$ cat src/hw/exposure_strobe_pkg.sv
package exposure_strobe_pkg;

    localparam int CLK_PERIOD_PS = 4000;

    // Trigger to exposure start delay, per model class
    localparam int START_DELAY_SMALL_NS = 270;
    localparam int START_DELAY_LARGE_NS = 3500;
    localparam int START_DELAY_SMALL_CYC = (START_DELAY_SMALL_NS * 1000 + CLK_PERIOD_PS - 1)
                                           / CLK_PERIOD_PS;
    localparam int START_DELAY_LARGE_CYC = (START_DELAY_LARGE_NS * 1000 + CLK_PERIOD_PS - 1)
                                           / CLK_PERIOD_PS;

    // Fixed exposure tail after trigger release in bulb mode, in ns
    localparam int TAIL_A_NS = 13720;
    localparam int TAIL_B_NS = 14260;
    localparam int TAIL_C_NS = 28000;
    localparam int TAIL_A_CYC = (TAIL_A_NS * 1000 + CLK_PERIOD_PS - 1) / CLK_PERIOD_PS;
    localparam int TAIL_B_CYC = (TAIL_B_NS * 1000 + CLK_PERIOD_PS - 1) / CLK_PERIOD_PS;
    localparam int TAIL_C_CYC = (TAIL_C_NS * 1000 + CLK_PERIOD_PS - 1) / CLK_PERIOD_PS;

    // Least trigger pulse width, in ns
    localparam int MIN_TRIG_NS = 100000;
    localparam int MIN_TRIG_CYC = (MIN_TRIG_NS * 1000 + CLK_PERIOD_PS - 1) / CLK_PERIOD_PS;

    // Least programmed pulse and its step, in us
    localparam int PULSE_MIN_US = 1000;
    localparam int PULSE_STEP_US = 100;

    localparam int CNT_W = 32;
    localparam int DELAY_W = 12;

    typedef enum logic [1:0]
    {
        MODEL_SMALL_A = 2'b00,
        MODEL_SMALL_B = 2'b01,
        MODEL_LARGE   = 2'b10
    } model_t;

    typedef enum logic [2:0]
    {
        ST_IDLE  = 3'b000,
        ST_DELAY = 3'b001,
        ST_EXPO  = 3'b010,
        ST_TAIL  = 3'b011,
        ST_WAIT  = 3'b100
    } state_t;

endpackage

$ cat src/hw/trigger_edge_detect.sv
module trigger_edge_detect
(
    input  wire logic clk,
    input  wire logic srst,
    input  wire logic trigger_in,
    input  wire logic active_falling,
    output logic      active_edge,
    output logic      release_edge,
    output logic      trig_level
);
    logic prev;
    logic next_prev;

    always_comb
    begin
        next_prev = trig_level;
    end

    always_ff @(posedge clk)
    begin
        if (srst)
            prev <= 1'b0;
        else
            prev <= next_prev;
    end

    // Polarity folded so downstream logic sees active-high trigger
    assign trig_level   = trigger_in ^ active_falling;
    // History kept folded, so reset at idle gives no edge; a polarity swap with the input held still reads as an edge
    assign active_edge  = trig_level && !prev;
    assign release_edge = !trig_level && prev;
endmodule

$ cat src/hw/exposure_strobe_timing.sv
// Summary of operation
// A trigger starts exposure and raises the strobe after the model's start delay.
// In trigger-width mode exposure continues for a fixed model tail after trigger release.
// The strobe stays high through that tail so it spans the true exposure.
// In equal-exposure mode the strobe rises only when rolling reset has completed.
// In equal-exposure mode the strobe falls when rolling readout begins.
// The equal-exposure pulse is made only if exposure time exceeds the rolling reset period.
// Software programs the pulse width to at least 1 ms in 0.1 ms steps.
// The active trigger edge is selectable, rising by default, and pulses last 100 us or more.
// Outside equal-exposure mode the strobe is high during the sensor exposure.
// If equal-exposure mode cannot be met the strobe stays low for that frame.
module exposure_strobe_timing
(
    input  wire logic                         clk,
    input  wire logic                         srst,
    input  wire logic                         trigger_in,
    input  wire logic                         trigger_falling,
    input  wire logic                         trigger_width_exposure_mode,
    input  wire logic                         equal_exposure_pulse,
    input  wire exposure_strobe_pkg::model_t  model,
    input  wire logic [exposure_strobe_pkg::CNT_W-1:0] exposure_cycles,
    input  wire logic [exposure_strobe_pkg::CNT_W-1:0] reset_period_cycles,
    input  wire logic                         rolling_reset_done,
    input  wire logic                         rolling_readout_start,
    output logic                              strobe_out,
    output logic                              exposure_active,
    output logic                              trigger_too_short
);
    import exposure_strobe_pkg::*;

    state_t             state;
    state_t             next_state;
    logic [CNT_W-1:0]   count;
    logic [CNT_W-1:0]   next_count;
    logic [CNT_W-1:0]   width_count;
    logic [CNT_W-1:0]   next_width_count;
    logic               pulse_ok;
    logic               next_pulse_ok;
    logic               strobe;
    logic               next_strobe;
    logic               too_short;
    logic               next_too_short;
    logic               active_edge;
    logic               release_edge;
    logic               trig_level;
    logic               released;
    logic               next_released;

    trigger_edge_detect u_edge
    (
        .clk            (clk),
        .srst           (srst),
        .trigger_in     (trigger_in),
        .active_falling (trigger_falling),
        .active_edge    (active_edge),
        .release_edge   (release_edge),
        .trig_level     (trig_level)
    );

    // Cycle counts round up, so strobe edges never lead the sensor
    function automatic logic [CNT_W-1:0] start_delay(input model_t m);
        if (m == MODEL_LARGE)
            return CNT_W'(START_DELAY_LARGE_CYC);
        else
            return CNT_W'(START_DELAY_SMALL_CYC);
    endfunction

    function automatic logic [CNT_W-1:0] tail_len(input model_t m);
        if (m == MODEL_SMALL_A)
            return CNT_W'(TAIL_A_CYC);
        else if (m == MODEL_SMALL_B)
            return CNT_W'(TAIL_B_CYC);
        else
            return CNT_W'(TAIL_C_CYC);
    endfunction

    always_comb
    begin
        next_state       = state;
        next_count       = count;
        next_width_count = width_count;
        next_pulse_ok    = pulse_ok;
        next_strobe      = strobe;
        next_too_short   = too_short;
        next_released    = released;

        // Pulse-width check only flags; a short trigger is still honoured
        if (trig_level && width_count != CNT_W'(MIN_TRIG_CYC))
            next_width_count = width_count + CNT_W'(1);
        if (release_edge)
        begin
            next_too_short   = (width_count < CNT_W'(MIN_TRIG_CYC));
            next_width_count = '0;
        end

        case (state)
            ST_IDLE:
            begin
                next_strobe = 1'b0;
                if (active_edge)
                begin
                    next_state    = ST_DELAY;
                    next_count    = start_delay(model) - CNT_W'(1);
                    next_pulse_ok = exposure_cycles > reset_period_cycles;
                    next_released = 1'b0;
                end
            end
            ST_DELAY:
            begin
                if (release_edge)
                    next_released = 1'b1;
                if (count == '0)
                begin
                    if (equal_exposure_pulse)
                    begin
                        next_state  = ST_WAIT;
                        next_strobe = 1'b0;
                    end
                    else
                    begin
                        next_state  = ST_EXPO;
                        next_strobe = 1'b1;
                    end
                    next_count = exposure_cycles;
                end
                else
                    next_count = count - CNT_W'(1);
            end
            ST_WAIT:
            begin
                // Strobe held low until every row is integrating
                if (!pulse_ok)
                begin
                    next_strobe = 1'b0;
                    if (rolling_readout_start)
                        next_state = ST_IDLE;
                end
                else if (rolling_reset_done)
                begin
                    next_strobe = 1'b1;
                    next_state  = ST_EXPO;
                end
                else if (rolling_readout_start)
                begin
                    // Readout overtook reset, so no clean window this frame
                    next_state = ST_IDLE;
                end
            end
            ST_EXPO:
            begin
                if (equal_exposure_pulse)
                begin
                    if (rolling_readout_start)
                    begin
                        next_strobe = 1'b0;
                        next_state  = ST_IDLE;
                    end
                end
                else if (trigger_width_exposure_mode)
                begin
                    // A release seen during the start delay still starts the tail
                    if (release_edge || released)
                    begin
                        next_state = ST_TAIL;
                        next_count = tail_len(model) - CNT_W'(1);
                    end
                end
                else if (count <= CNT_W'(1))
                begin
                    next_strobe = 1'b0;
                    next_state  = ST_IDLE;
                end
                else
                    next_count = count - CNT_W'(1);
            end
            ST_TAIL:
            begin
                next_strobe = 1'b1;
                if (count == '0)
                begin
                    next_strobe = 1'b0;
                    next_state  = ST_IDLE;
                end
                else
                    next_count = count - CNT_W'(1);
            end
            default:
            begin
                next_state  = ST_IDLE;
                next_strobe = 1'b0;
            end
        endcase
    end

    always_ff @(posedge clk)
    begin
        if (srst)
        begin
            state       <= ST_IDLE;
            count       <= '0;
            width_count <= '0;
            pulse_ok    <= 1'b0;
            strobe      <= 1'b0;
            too_short   <= 1'b0;
            released    <= 1'b0;
        end
        else
        begin
            state       <= next_state;
            count       <= next_count;
            width_count <= next_width_count;
            pulse_ok    <= next_pulse_ok;
            strobe      <= next_strobe;
            too_short   <= next_too_short;
            released    <= next_released;
        end
    end

    assign strobe_out        = strobe;
    assign exposure_active   = (state == ST_EXPO) || (state == ST_TAIL) || (state == ST_WAIT);
    assign trigger_too_short = too_short;
endmodule

$ cat config.mk
export PLATFORM = sky130hd
export DESIGN_NAME = exposure_strobe_timing
export DESIGN_NICKNAME = d
export VERILOG_FILES = /design/src/hw/exposure_strobe_pkg.sv /design/src/hw/trigger_edge_detect.sv /design/src/hw/exposure_strobe_timing.sv
export SDC_FILE = /design/constraint.sdc
export NUM_CORES = 1
export LEC_CHECK = 0
export BUFFER_PORTS_ARGS = -buffer_cell sky130_fd_sc_hd__buf_2
export CAP_MARGIN = 10
export CELL_PAD_IN_SITES_DETAIL_PLACEMENT = 0
export CELL_PAD_IN_SITES_GLOBAL_PLACEMENT = 1
export CORE_MARGIN = 5
export CORE_UTILIZATION = 45
export CTS_BUF_LIST = sky130_fd_sc_hd__clkbuf_8
export CTS_CLUSTER_DIAMETER = 40
export CTS_CLUSTER_SIZE = 20
export DETAILED_ROUTE_END_ITERATION = 10
export PLACE_DENSITY_LB_ADDON = 0.05
export SETUP_SLACK_MARGIN = 0.3
export SLEW_MARGIN = 20
export SYNTH_ARGS = -nofsm -noshare
export SYNTH_HDL_FRONTEND = slang
export SYNTH_SLANG_ARGS = --single-unit
$ cat constraint.sdc
create_clock -name clk -period 6.7 [get_ports clk]
set_input_delay 0.335 -clock clk [delete_from_list [all_inputs] [get_ports clk]]
set_output_delay 0.335 -clock clk [all_outputs]
set_load 0.01 [all_outputs]
**Yosys cells after proc, flatten, opt, wreduce, memory -nomap -nowiden**

Cells that the tools add are included.
W data, S select, Z words.

- Add/subtract/negate cells: 4
- Equal/unequal tests: 21
- Reduce and logical (&&, ||, !) cells: 19
- Magnitude comparators: 3
- Bitwise logic cells: 1
- Muxes and demuxes: 42

Operator list:

| operator | number |
|---|---|
| $mux W32 | 13 |
| $pmux W32 S4 | 1 |
| $sub A32 B1 Y32 const B | 3 |
| $mux W3 | 11 |
| $add A32 B1 Y32 const B | 1 |
| $gt A32 B32 Y1 | 1 |
| $le A32 B1 Y1 const B | 1 |
| $logic_not A32 Y1 | 1 |
| $lt A32 B15 Y1 const B | 1 |
| $ne A32 B15 Y1 const B | 1 |
| $mux W13 | 2 |
| $ne A3 B3 Y1 const B | 6 |
| $pmux W3 S5 | 1 |
| $ne A2 B2 Y1 const B | 6 |
| $mux W1 | 11 |
| $mux W10 | 1 |
| $reduce_and A5 Y1 | 2 |
| $ne A4 B4 Y1 const B | 2 |
| $eq A3 B2 Y1 const B | 2 |
| $reduce_and A6 Y1 | 1 |
| $pmux W1 S4 | 1 |
| $reduce_bool A4 Y1 | 1 |
| $eq A3 B1 Y1 const B | 1 |
| $eq A3 B3 Y1 const B | 1 |
| 13 further kinds | 18 |

- Input bits: 74
- Word-level logic and storage cells: 98
- Bits in registers: 72
- Output and inout port bits: 3

**Longest topological paths before layout**

Gate-level depths: netlist of run 1.

- Depth in word-level cells: 13
- Gate-level depth with buffers: 10
- Depth with buffers taken out: 8

**Modules after synthesis**

Synthesis of run 1 repeated with hierarchy kept, for this count alone.

- Cell total of the unflattened synthesis: 661
- Area total of the unflattened synthesis: 5,298.8 um2

Modules (own cells, without submodules):

| module | instances | seq. area each (um2) | cells an instance | area each (um2) |
|---|---|---|---|---|
| exposure_strobe_timing | 1 | 1,421.4 | 655 | 5,245.0 |
| trigger_edge_detect | 1 | 20.0 | 6 | 53.8 |

**Worst setup path before layout of run 1**

OpenSTA, ideal clock, no wires.

- Path kind: register -> register
- Start: register count[4]
- End: register count[19]
- Data arrival time: 2.335 ns
- Library setup time: 0.122 ns
- Stages on the path, launching flop included: 10
- Period minus slack after synthesis: 2.457 ns
- Setup slack: 4.243 ns
- Required time: 6.578 ns
- Cells stage by stage: dfxtp_1 buf_6 or4_4 buf_6 or4_1 clkbuf_1 nor4_1 xnor2_1 nor3_1 a221o_1

- Cells in the longest elaborated chain, start to end: 5
- Elaborated cells on any way between the ends: 12
- Those cells by class: add/sub (1); order compare (1); eq/ne (2); mux (6); reduce/logical (2)

RTL lines:

| element | RTL line | text |
|---|---|---|
| from (decl) | exposure_strobe_timing.sv:33 | `logic [CNT_W-1:0] count;` |
| from (signal assigned) | exposure_strobe_timing.sv:210 | `count <= next_count;` |
| $sub A32 B1 Y32 | exposure_strobe_timing.sv:127, exposure_strobe_timing.sv:174, exposure_strobe_timing.sv:185 |  |
| $mux W32 | exposure_strobe_timing.sv:168 | `else if (count <= CNT_W'(1))` |
| $mux W32 | exposure_strobe_timing.sv:159 | `else if (trigger_width_exposure_mode)` |
| $mux W32 | exposure_strobe_timing.sv:151 | `if (equal_exposure_pulse)` |
| $pmux W32 S4 | exposure_strobe_timing.sv:96 | `case (state)` |

Parallel ways exist; a longest one is shown, timed or not. The select of a mux whose other input is x is not followed.
A chain may end at the register's enable or synchronous reset.

**Worst setup path in the final report of run 1**

- Start: register count[11]
- End: register count[13]

The elaborated chain is that of the path after synthesis.

==> results of run 1 <==
[per-stage QoR]
step                      total power, W  instance area (um2)  utilization
after detailed placement        0.001816                 5575       0.4904
after floorplan                 0.001555                 5200            -
after CTS                       0.002157                 5756       0.5062
after global placement          0.001802                 5575       0.4904
after global routing            0.002328                 5758       0.5064
final                           0.002172                 5758       0.5064
[registers in the layout, summed over array words and instances, names as in the netlist]
signal / count
count: 32
pulse_ok: 1
released: 1
state: 3
strobe_out: 1
trigger_too_short: 1
u_edge.prev: 1
width_count: 32
[routing by layer]
metal / routed length, um / GRT usage / vias up / share of wire
met5: 0 / 0 / - / 0
met4: 391 / 0.08746 / 0 / 0.026
met3: 951 / 0.05238 / 25 / 0.062
met2: 6619 / 0.3228 / 152 / 0.43
met1: 7298 / 0.2959 / 2426 / 0.48
li1: - / - / 2525 / -
[layout by cell type, fill, tap and decap left out, types with 9 or more instances in the layout]
master | synthesis | routed
a21oi_1 | 36 | 36
nand4_1 | 22 | 22
nand3_1 | 16 | 16
a221o_1 | 15 | 15
dfxtp_1 | 72 | 72
inv_1 | 56 | 56
clkbuf_8 | 0 | 11
o21ai_0 | 24 | 24
nor3_1 | 35 | 35
ha_1 | 37 | 37
xnor2_1 | 21 | 21
or3_1 | 9 | 9
xor2_1 | 22 | 22
o32ai_1 | 11 | 11
nand2_1 | 38 | 37
a221oi_1 | 9 | 9
nor2_1 | 57 | 57
nor4_1 | 15 | 15
buf_2 | 3 | 76
[report_power, final]
group          switching [W]  total (W)  leakage [nW]  internal [W]
Combinational       0.000806    0.00127          1.74      0.000459
Clock               0.000181   0.000335        0.0878      0.000153
Sequential         0.0000874   0.000571         0.583      0.000484
Total                0.00107    0.00217          2.41       0.00110
[cell families after synthesis]
logic type,Yosys count
DFF,72
buffers and inverters,90
muxes,1
xor gates and xnor gates,43
and+or+nand+nor,259
adders and majority gates,37
AOI/OAI and AO/OA,153
[worst max path at each step]
| stage | cells after the start | startpoint | endpoint |
|---|---|---|---|
| after CTS | 6 | count[11]$_SDFFE_PP0P_ | count[29]$_SDFFE_PP0P_ |
| after floorplan | 9 | count[4]$_SDFFE_PP0P_ | count[19]$_SDFFE_PP0P_ |
| after global routing | 6 | count[11]$_SDFFE_PP0P_ | count[19]$_SDFFE_PP0P_ |
| after global placement | 6 | count[11]$_SDFFE_PP0P_ | count[31]$_SDFFE_PP0P_ |
| final | 6 | count[11]$_SDFFE_PP0P_ | count[13]$_SDFFE_PP0P_ |
| after detailed placement | 6 | count[11]$_SDFFE_PP0P_ | count[29]$_SDFFE_PP0P_ |
[cells in the mapped netlist, types with 7 or more instances]
cell type  instances  area share
xnor2_1           21       0.035
a21o_1             7       0.010
a21oi_1           36       0.035
or2_2              7      0.0084
xor2_1            22       0.037
or3_1              9       0.011
o21ai_0           24       0.023
and3_1             7      0.0084
nor3_1            35       0.034
nor4_1            15       0.018
nand3_1           16       0.015
nand2_1           38       0.027
nor2_1            57       0.041
dfxtp_1           72        0.28
a221o_1           15       0.029
ha_1              37       0.089
clkbuf_1          18       0.013
a31oi_1            7      0.0084
o32ai_1           11       0.019
and2_1             7      0.0084
nor2b_1            7      0.0084
nand4_1           22       0.026
inv_1             56       0.040
a221oi_1           9       0.015
[cell type report]
cell class | instances | area [um2]
clock buffers | 11 | 151.4
inverters | 56 | 210.2
fillers | 1186 | 5612
repair buffers | 77 | 387.9
clock inverters | 4 | 28.78
multi-input cells | 493 | 3359
well taps | 143 | 178.9
flip-flops and latches | 72 | 1441
==> flow_metrics.env, run 1 <==
export IMPL_status="finished clean"
export IMPL_drv_cap=0
export IMPL_grt_start_max_net_pins=33
export IMPL_r2r_start="count[11]$_SDFFE_PP0P_"
export IMPL_finalHoldViolations=0
export IMPL_finalClockSkew_ns=0.01224
export IMPL_antenna_found_initial=0
export IMPL_maxSlewViolCount=0
export IMPL_fin_tns_setup_ns=0
export IMPL_min_path_cells=2
export IMPL_crit_family="simple AND/OR/NAND/NOR gates"
export IMPL_num_vias=5128
export IMPL_ys_types=66
export IMPL_insertion_delay_ns=0.37
export IMPL_die_y_um=117.5
export IMPL_dp_cells=841
export IMPL_synthXorXnorAreaFrac=0.07243
export IMPL_r2r_cells=6
export IMPL_wl_mm=15.26
export IMPL_overflow=0
export IMPL_critical_path_slowest_cell="or4_1"
export IMPL_synthAdderAreaFrac=0.08903
export IMPL_worst_ep_required_time_ns=7.01
export IMPL_drive_gt1_frac=0.1529
export IMPL_cts_buffers=9
export IMPL_fp_row_count=39
export IMPL_yosysWarnings=0
export IMPL_dieArea_mm2=0.01381
export IMPL_htreeDepth=3
export IMPL_route_detailed_drc=0
export IMPL_rsz0062_at_grt="false"
export IMPL_path_class="reg2reg"
export IMPL_cp_start_kind="flip-flop"
export IMPL_fin_crit_ns=3.254
export IMPL_post_cts_resized=0
export IMPL_cts_tree="yes"
export IMPL_post_drt_wl_per_cell_um=17.83
export IMPL_ys_seq_elements=72
export IMPL_dr_pass1_iters=5
export IMPL_grt_pass1_wl_mm=24.67
export IMPL_cts_hold_fix_buffers=0
export IMPL_grt_pass1_vias=4885
export IMPL_synth_simple_area_share=0.2731
export IMPL_timing_fmax_ghz=0.3073
export IMPL_holdPathEnd="count[17]$_SDFFE_PP0P_"
export IMPL_core_area_mm2=0.01137
export IMPL_antennaDiodeCount=0
export IMPL_synth_seq_area_share=0.2772
export IMPL_stdcell_count=856
export IMPL_io_pins=77
export IMPL_leakage_nw=2.409
export IMPL_vias_per_cell=5.991
export IMPL_power_density_mw_per_mm2=377.1
export IMPL_period_share=0.4857
export IMPL_relSlewSlack=0.2978
export IMPL_track_usage=0.2152
export IMPL_portBuffers=76
export IMPL_dpl_worst_slack_ns=3.491
export IMPL_r2r_end="count[13]$_SDFFE_PP0P_"
export IMPL_root_buffer="clkbuf_8"
export IMPL_postCtsSetupBuffers=0
export IMPL_r2r_setup_slack_ns=3.45
export IMPL_crit_arrival_ns=3.56
export IMPL_setup_viol=0
export IMPL_cts_sinks=72
export IMPL_netlist_instances=655
export IMPL_dieWidth_um=117.5
export IMPL_worst_pin_slew_ns=1.044
export IMPL_setup_slack_ns=3.446
export IMPL_synth_compound_area_frac=0.2091
export IMPL_worstSetupEndpointType="flip-flop"
export IMPL_syn_nets=766
export IMPL_path_clk_slew_ns=0.08
export IMPL_path_buf_inv=0
export IMPL_cp_slowest_stage_delay_ns=0.60
export IMPL_gp_congestion=0.8765
export IMPL_synth_edf_count=0
export IMPL_syn_area_mm2=0.005200
export IMPL_synthFlopType="dfxtp_1"
export IMPL_synth_mux_area_frac=0.001925
export IMPL_start_util=0.4574
export IMPL_holdCritPathClass="in2reg"
export IMPL_hold_path_startpoint="exposure_cycles[17]"
export IMPL_ys_async_sr_fraction=0
export IMPL_drt_iter0_markers=372
export IMPL_fin_nets=820
export IMPL_clk_path_buf_depth=2
export IMPL_synth_top_family_by_area="simple AND/OR/NAND/NOR gates"
export IMPL_worstPathCellList="or4_1 > nor2_1 > and4_1 > and2_1 > nor2b_4 > a221o_1"
export IMPL_area_growth_pct=10.73
export IMPL_ir_drop_v=0.0002216
export IMPL_avgSynthCellArea_um2=7.939
export IMPL_cp_max_fo=15
export IMPL_hpwl_mm=11.56
export IMPL_postRouteAntennaNets=0
export IMPL_fin_hold_ws_ns=0.2091
(Power assumes the default switching activity.)
==> run 2, diff against run 1 <==
- CORE_UTILIZATION: 45 -> 44
- clock period: 6.7 -> 3.2 ns (I/O delays scaled with it)
==> run 2 against run 1 <==
Non-clock buffer count rose by 17. Global-route usage is 0.52 points lower. Register-to-register slack got worse by 3.0 ns. Total power is 130% higher. Clock-buffer cell count stayed put. Hold slack got worse by 0.15 ns. First-iteration DRC count shrank 12%. Final cell count grew 2.1%. Fmax grew 18%. Core utilization is 1.4 points higher. Critical endpoint is now count[22]$_SDFFE_PP0P_. Largest cell class unchanged. Largest power group unchanged.
==> flow_metrics.env, run 2 (synthesis gave the netlist of run 1 again) <==
export IMPL_track_usage=0.2100
export IMPL_internal_power_w=0.002699
export IMPL_worst_pin_slew_ns=0.9089
export IMPL_power_frac_comb=0.576
export IMPL_fin_nets=837
export IMPL_antenna_found_initial=0
export IMPL_dp_cells=856
export IMPL_holdCritPathClass="in2reg"
export IMPL_leakage_nw=2.540
export IMPL_largestRegisters="count: 32 flops, width_count: 32 flops, state: 3 flops"
export IMPL_final_common_cell="buf_2"
export IMPL_drv_cap=0
export IMPL_maxSlewViolCount=0
export IMPL_setup_viol=0
export IMPL_dr_pass1_iters=4
export IMPL_cts_buffers=9
export IMPL_core_area_mm2=0.01152
export IMPL_antennaDiodeCount=0
export IMPL_fp_row_count=39
export IMPL_overflow=0
export IMPL_die_y_um=118.7
export IMPL_timing_fmax_ghz=0.3628
export IMPL_insertion_delay_ns=0.35
export IMPL_power_density_mw_per_mm2=833.1
export IMPL_rsz0062_at_grt="true"
export IMPL_vias_per_cell=5.876
export IMPL_area_growth_pct=15.23
export IMPL_post_drt_wl_per_cell_um=17.04
export IMPL_final_util=0.5203
export IMPL_drive_gt1_frac=0.1819
export IMPL_finalClockSkew_ns=0.01284
export IMPL_portBuffers=76
export IMPL_cp_start_kind="flip-flop"
export IMPL_p_seq_frac=0.239
export IMPL_cts_tree="yes"
export IMPL_cp_max_fo=14
export IMPL_final_cell_mix="76 x buf_2, 72 x dfxtp_1, 56 x inv_1, 56 x nor2_1, 37 x ha_1"
export IMPL_grt_start_max_net_pins=33
export IMPL_relSlewSlack=0.3885
export IMPL_root_buffer="clkbuf_8"
export IMPL_fin_tns_setup_ns=0
export IMPL_setup_slack_ns=0.4437
export IMPL_htreeDepth=3
export IMPL_crit_arrival_ns=3.05
export IMPL_start_util=0.4515
export IMPL_grt_pass1_vias=4972
export IMPL_grt_pass1_wl_mm=24.70
export IMPL_wl_mm=14.90
export IMPL_dpl_worst_slack_ns=0.2726
export IMPL_p_sw_w=0.002293
export IMPL_route_detailed_drc=0
export IMPL_ir_drop_v=0.0005052
export IMPL_worst_ep_required_time_ns=3.49
export IMPL_num_vias=5136
export IMPL_finalHoldViolations=0
export IMPL_worstSetupEndpointType="flip-flop"
export IMPL_path_class="reg2reg"
export IMPL_stdcell_count=874
export IMPL_hpwl_mm=11.38
export IMPL_clk_path_buf_depth=2
export IMPL_drt_iter0_markers=327
export IMPL_postRouteAntennaNets=0
export IMPL_p_sw_frac=0.4594
export IMPL_dieArea_mm2=0.01409
export IMPL_fin_crit_ns=2.756
export IMPL_status="finished clean"
export IMPL_gp_congestion=0.9054
export IMPL_path_clk_slew_ns=0.09
export IMPL_power_w=0.004992
export IMPL_clkPwrFrac=0.185
export IMPL_io_pins=77
export IMPL_cts_sinks=72
export IMPL_fillers=1135
export IMPL_period_share=0.8613
export IMPL_dieWidth_um=118.7
## run 2: changes by cell type in the layout (fill, tap and decap cells not counted), sizes merged
cell,before,now
buf,77,94
bufinv,0,3
clkinvlp,2,1
inv,57,56
## run 2: worst max-delay path, stage by stage (launching register included)
cell	delay, ns
dfxtp_1	0.35
or4_1	0.57
nor4b_1	0.32
buf_4	0.23
nand3_2	0.22
o211a_1	0.49
nor2_8	0.30
a221o_1	0.20
## run 2: worst paths after layout
check / startpoint / end / slack (ns) / cells after the start
max: count[9]$_SDFFE_PP0P_ / count[22]$_SDFFE_PP0P_ / 0.44 / 7
min: exposure_cycles[21] / count[21]$_SDFFE_PP0P_ / 0.06 / 2
max reg2reg: count[9]$_SDFFE_PP0P_ / count[22]$_SDFFE_PP0P_ / 0.44 / 7
min reg2reg: trigger_too_short$_SDFFE_PP0P_ / trigger_too_short$_SDFFE_PP0P_ / 0.45 / 2
## run 2: power groups by stage
stage	clock network (W)	registers [W]	logic [W]
after CTS	0.000938	0.00118	0.00277
after global placement	0	0.00120	0.00274
after global routing	0.000978	0.00121	0.00316
after detailed placement	0	0.00120	0.00274
after floorplan	0	0.00113	0.00212
final	0.000922	0.00119	0.00288
## run 2: metal layers
| metal | global-route usage | share of wire | vias to the layer above |
|---|---|---|---|
| met4 | 0.06083 | 0.017 | 0 |
| met2 | 0.3297 | 0.44 | 159 |
| li1 | - | - | 2558 |
| met3 | 0.04441 | 0.060 | 23 |
| met1 | 0.2909 | 0.48 | 2396 |
| met5 | 0 | 0 | - |
## run 2: timing repair
item                       4_1_cts  5_1_grt
resized for setup                1        8
hold buffers                     0        0
setup endpoints to repair       18       23
buffers inserted                 0        2
pin swaps                        0        1
## run 2: area by class of cell
class                           instances  area, um2  share of cell area
Clock inverter                          5      102.6             0.01712
Multi-Input combinational cell        493       3392              0.5661
Tap cell                              143      178.9             0.02986
Inverter                               56      210.2             0.03508
Timing Repair Buffer                   94      515.5             0.08603
Sequential cell                        72       1441              0.2406
Clock buffer                           11      151.4             0.02527
## run 2: through the flow
stage                     instance area (um2)  hold slack, ns
after floorplan                          5200          0.2982
after global placement                   5688          0.4077
after detailed placement                 5688          0.4141
after CTS                                5948         0.04713
after global routing                     5992         0.04321
final                                    5992         0.05944
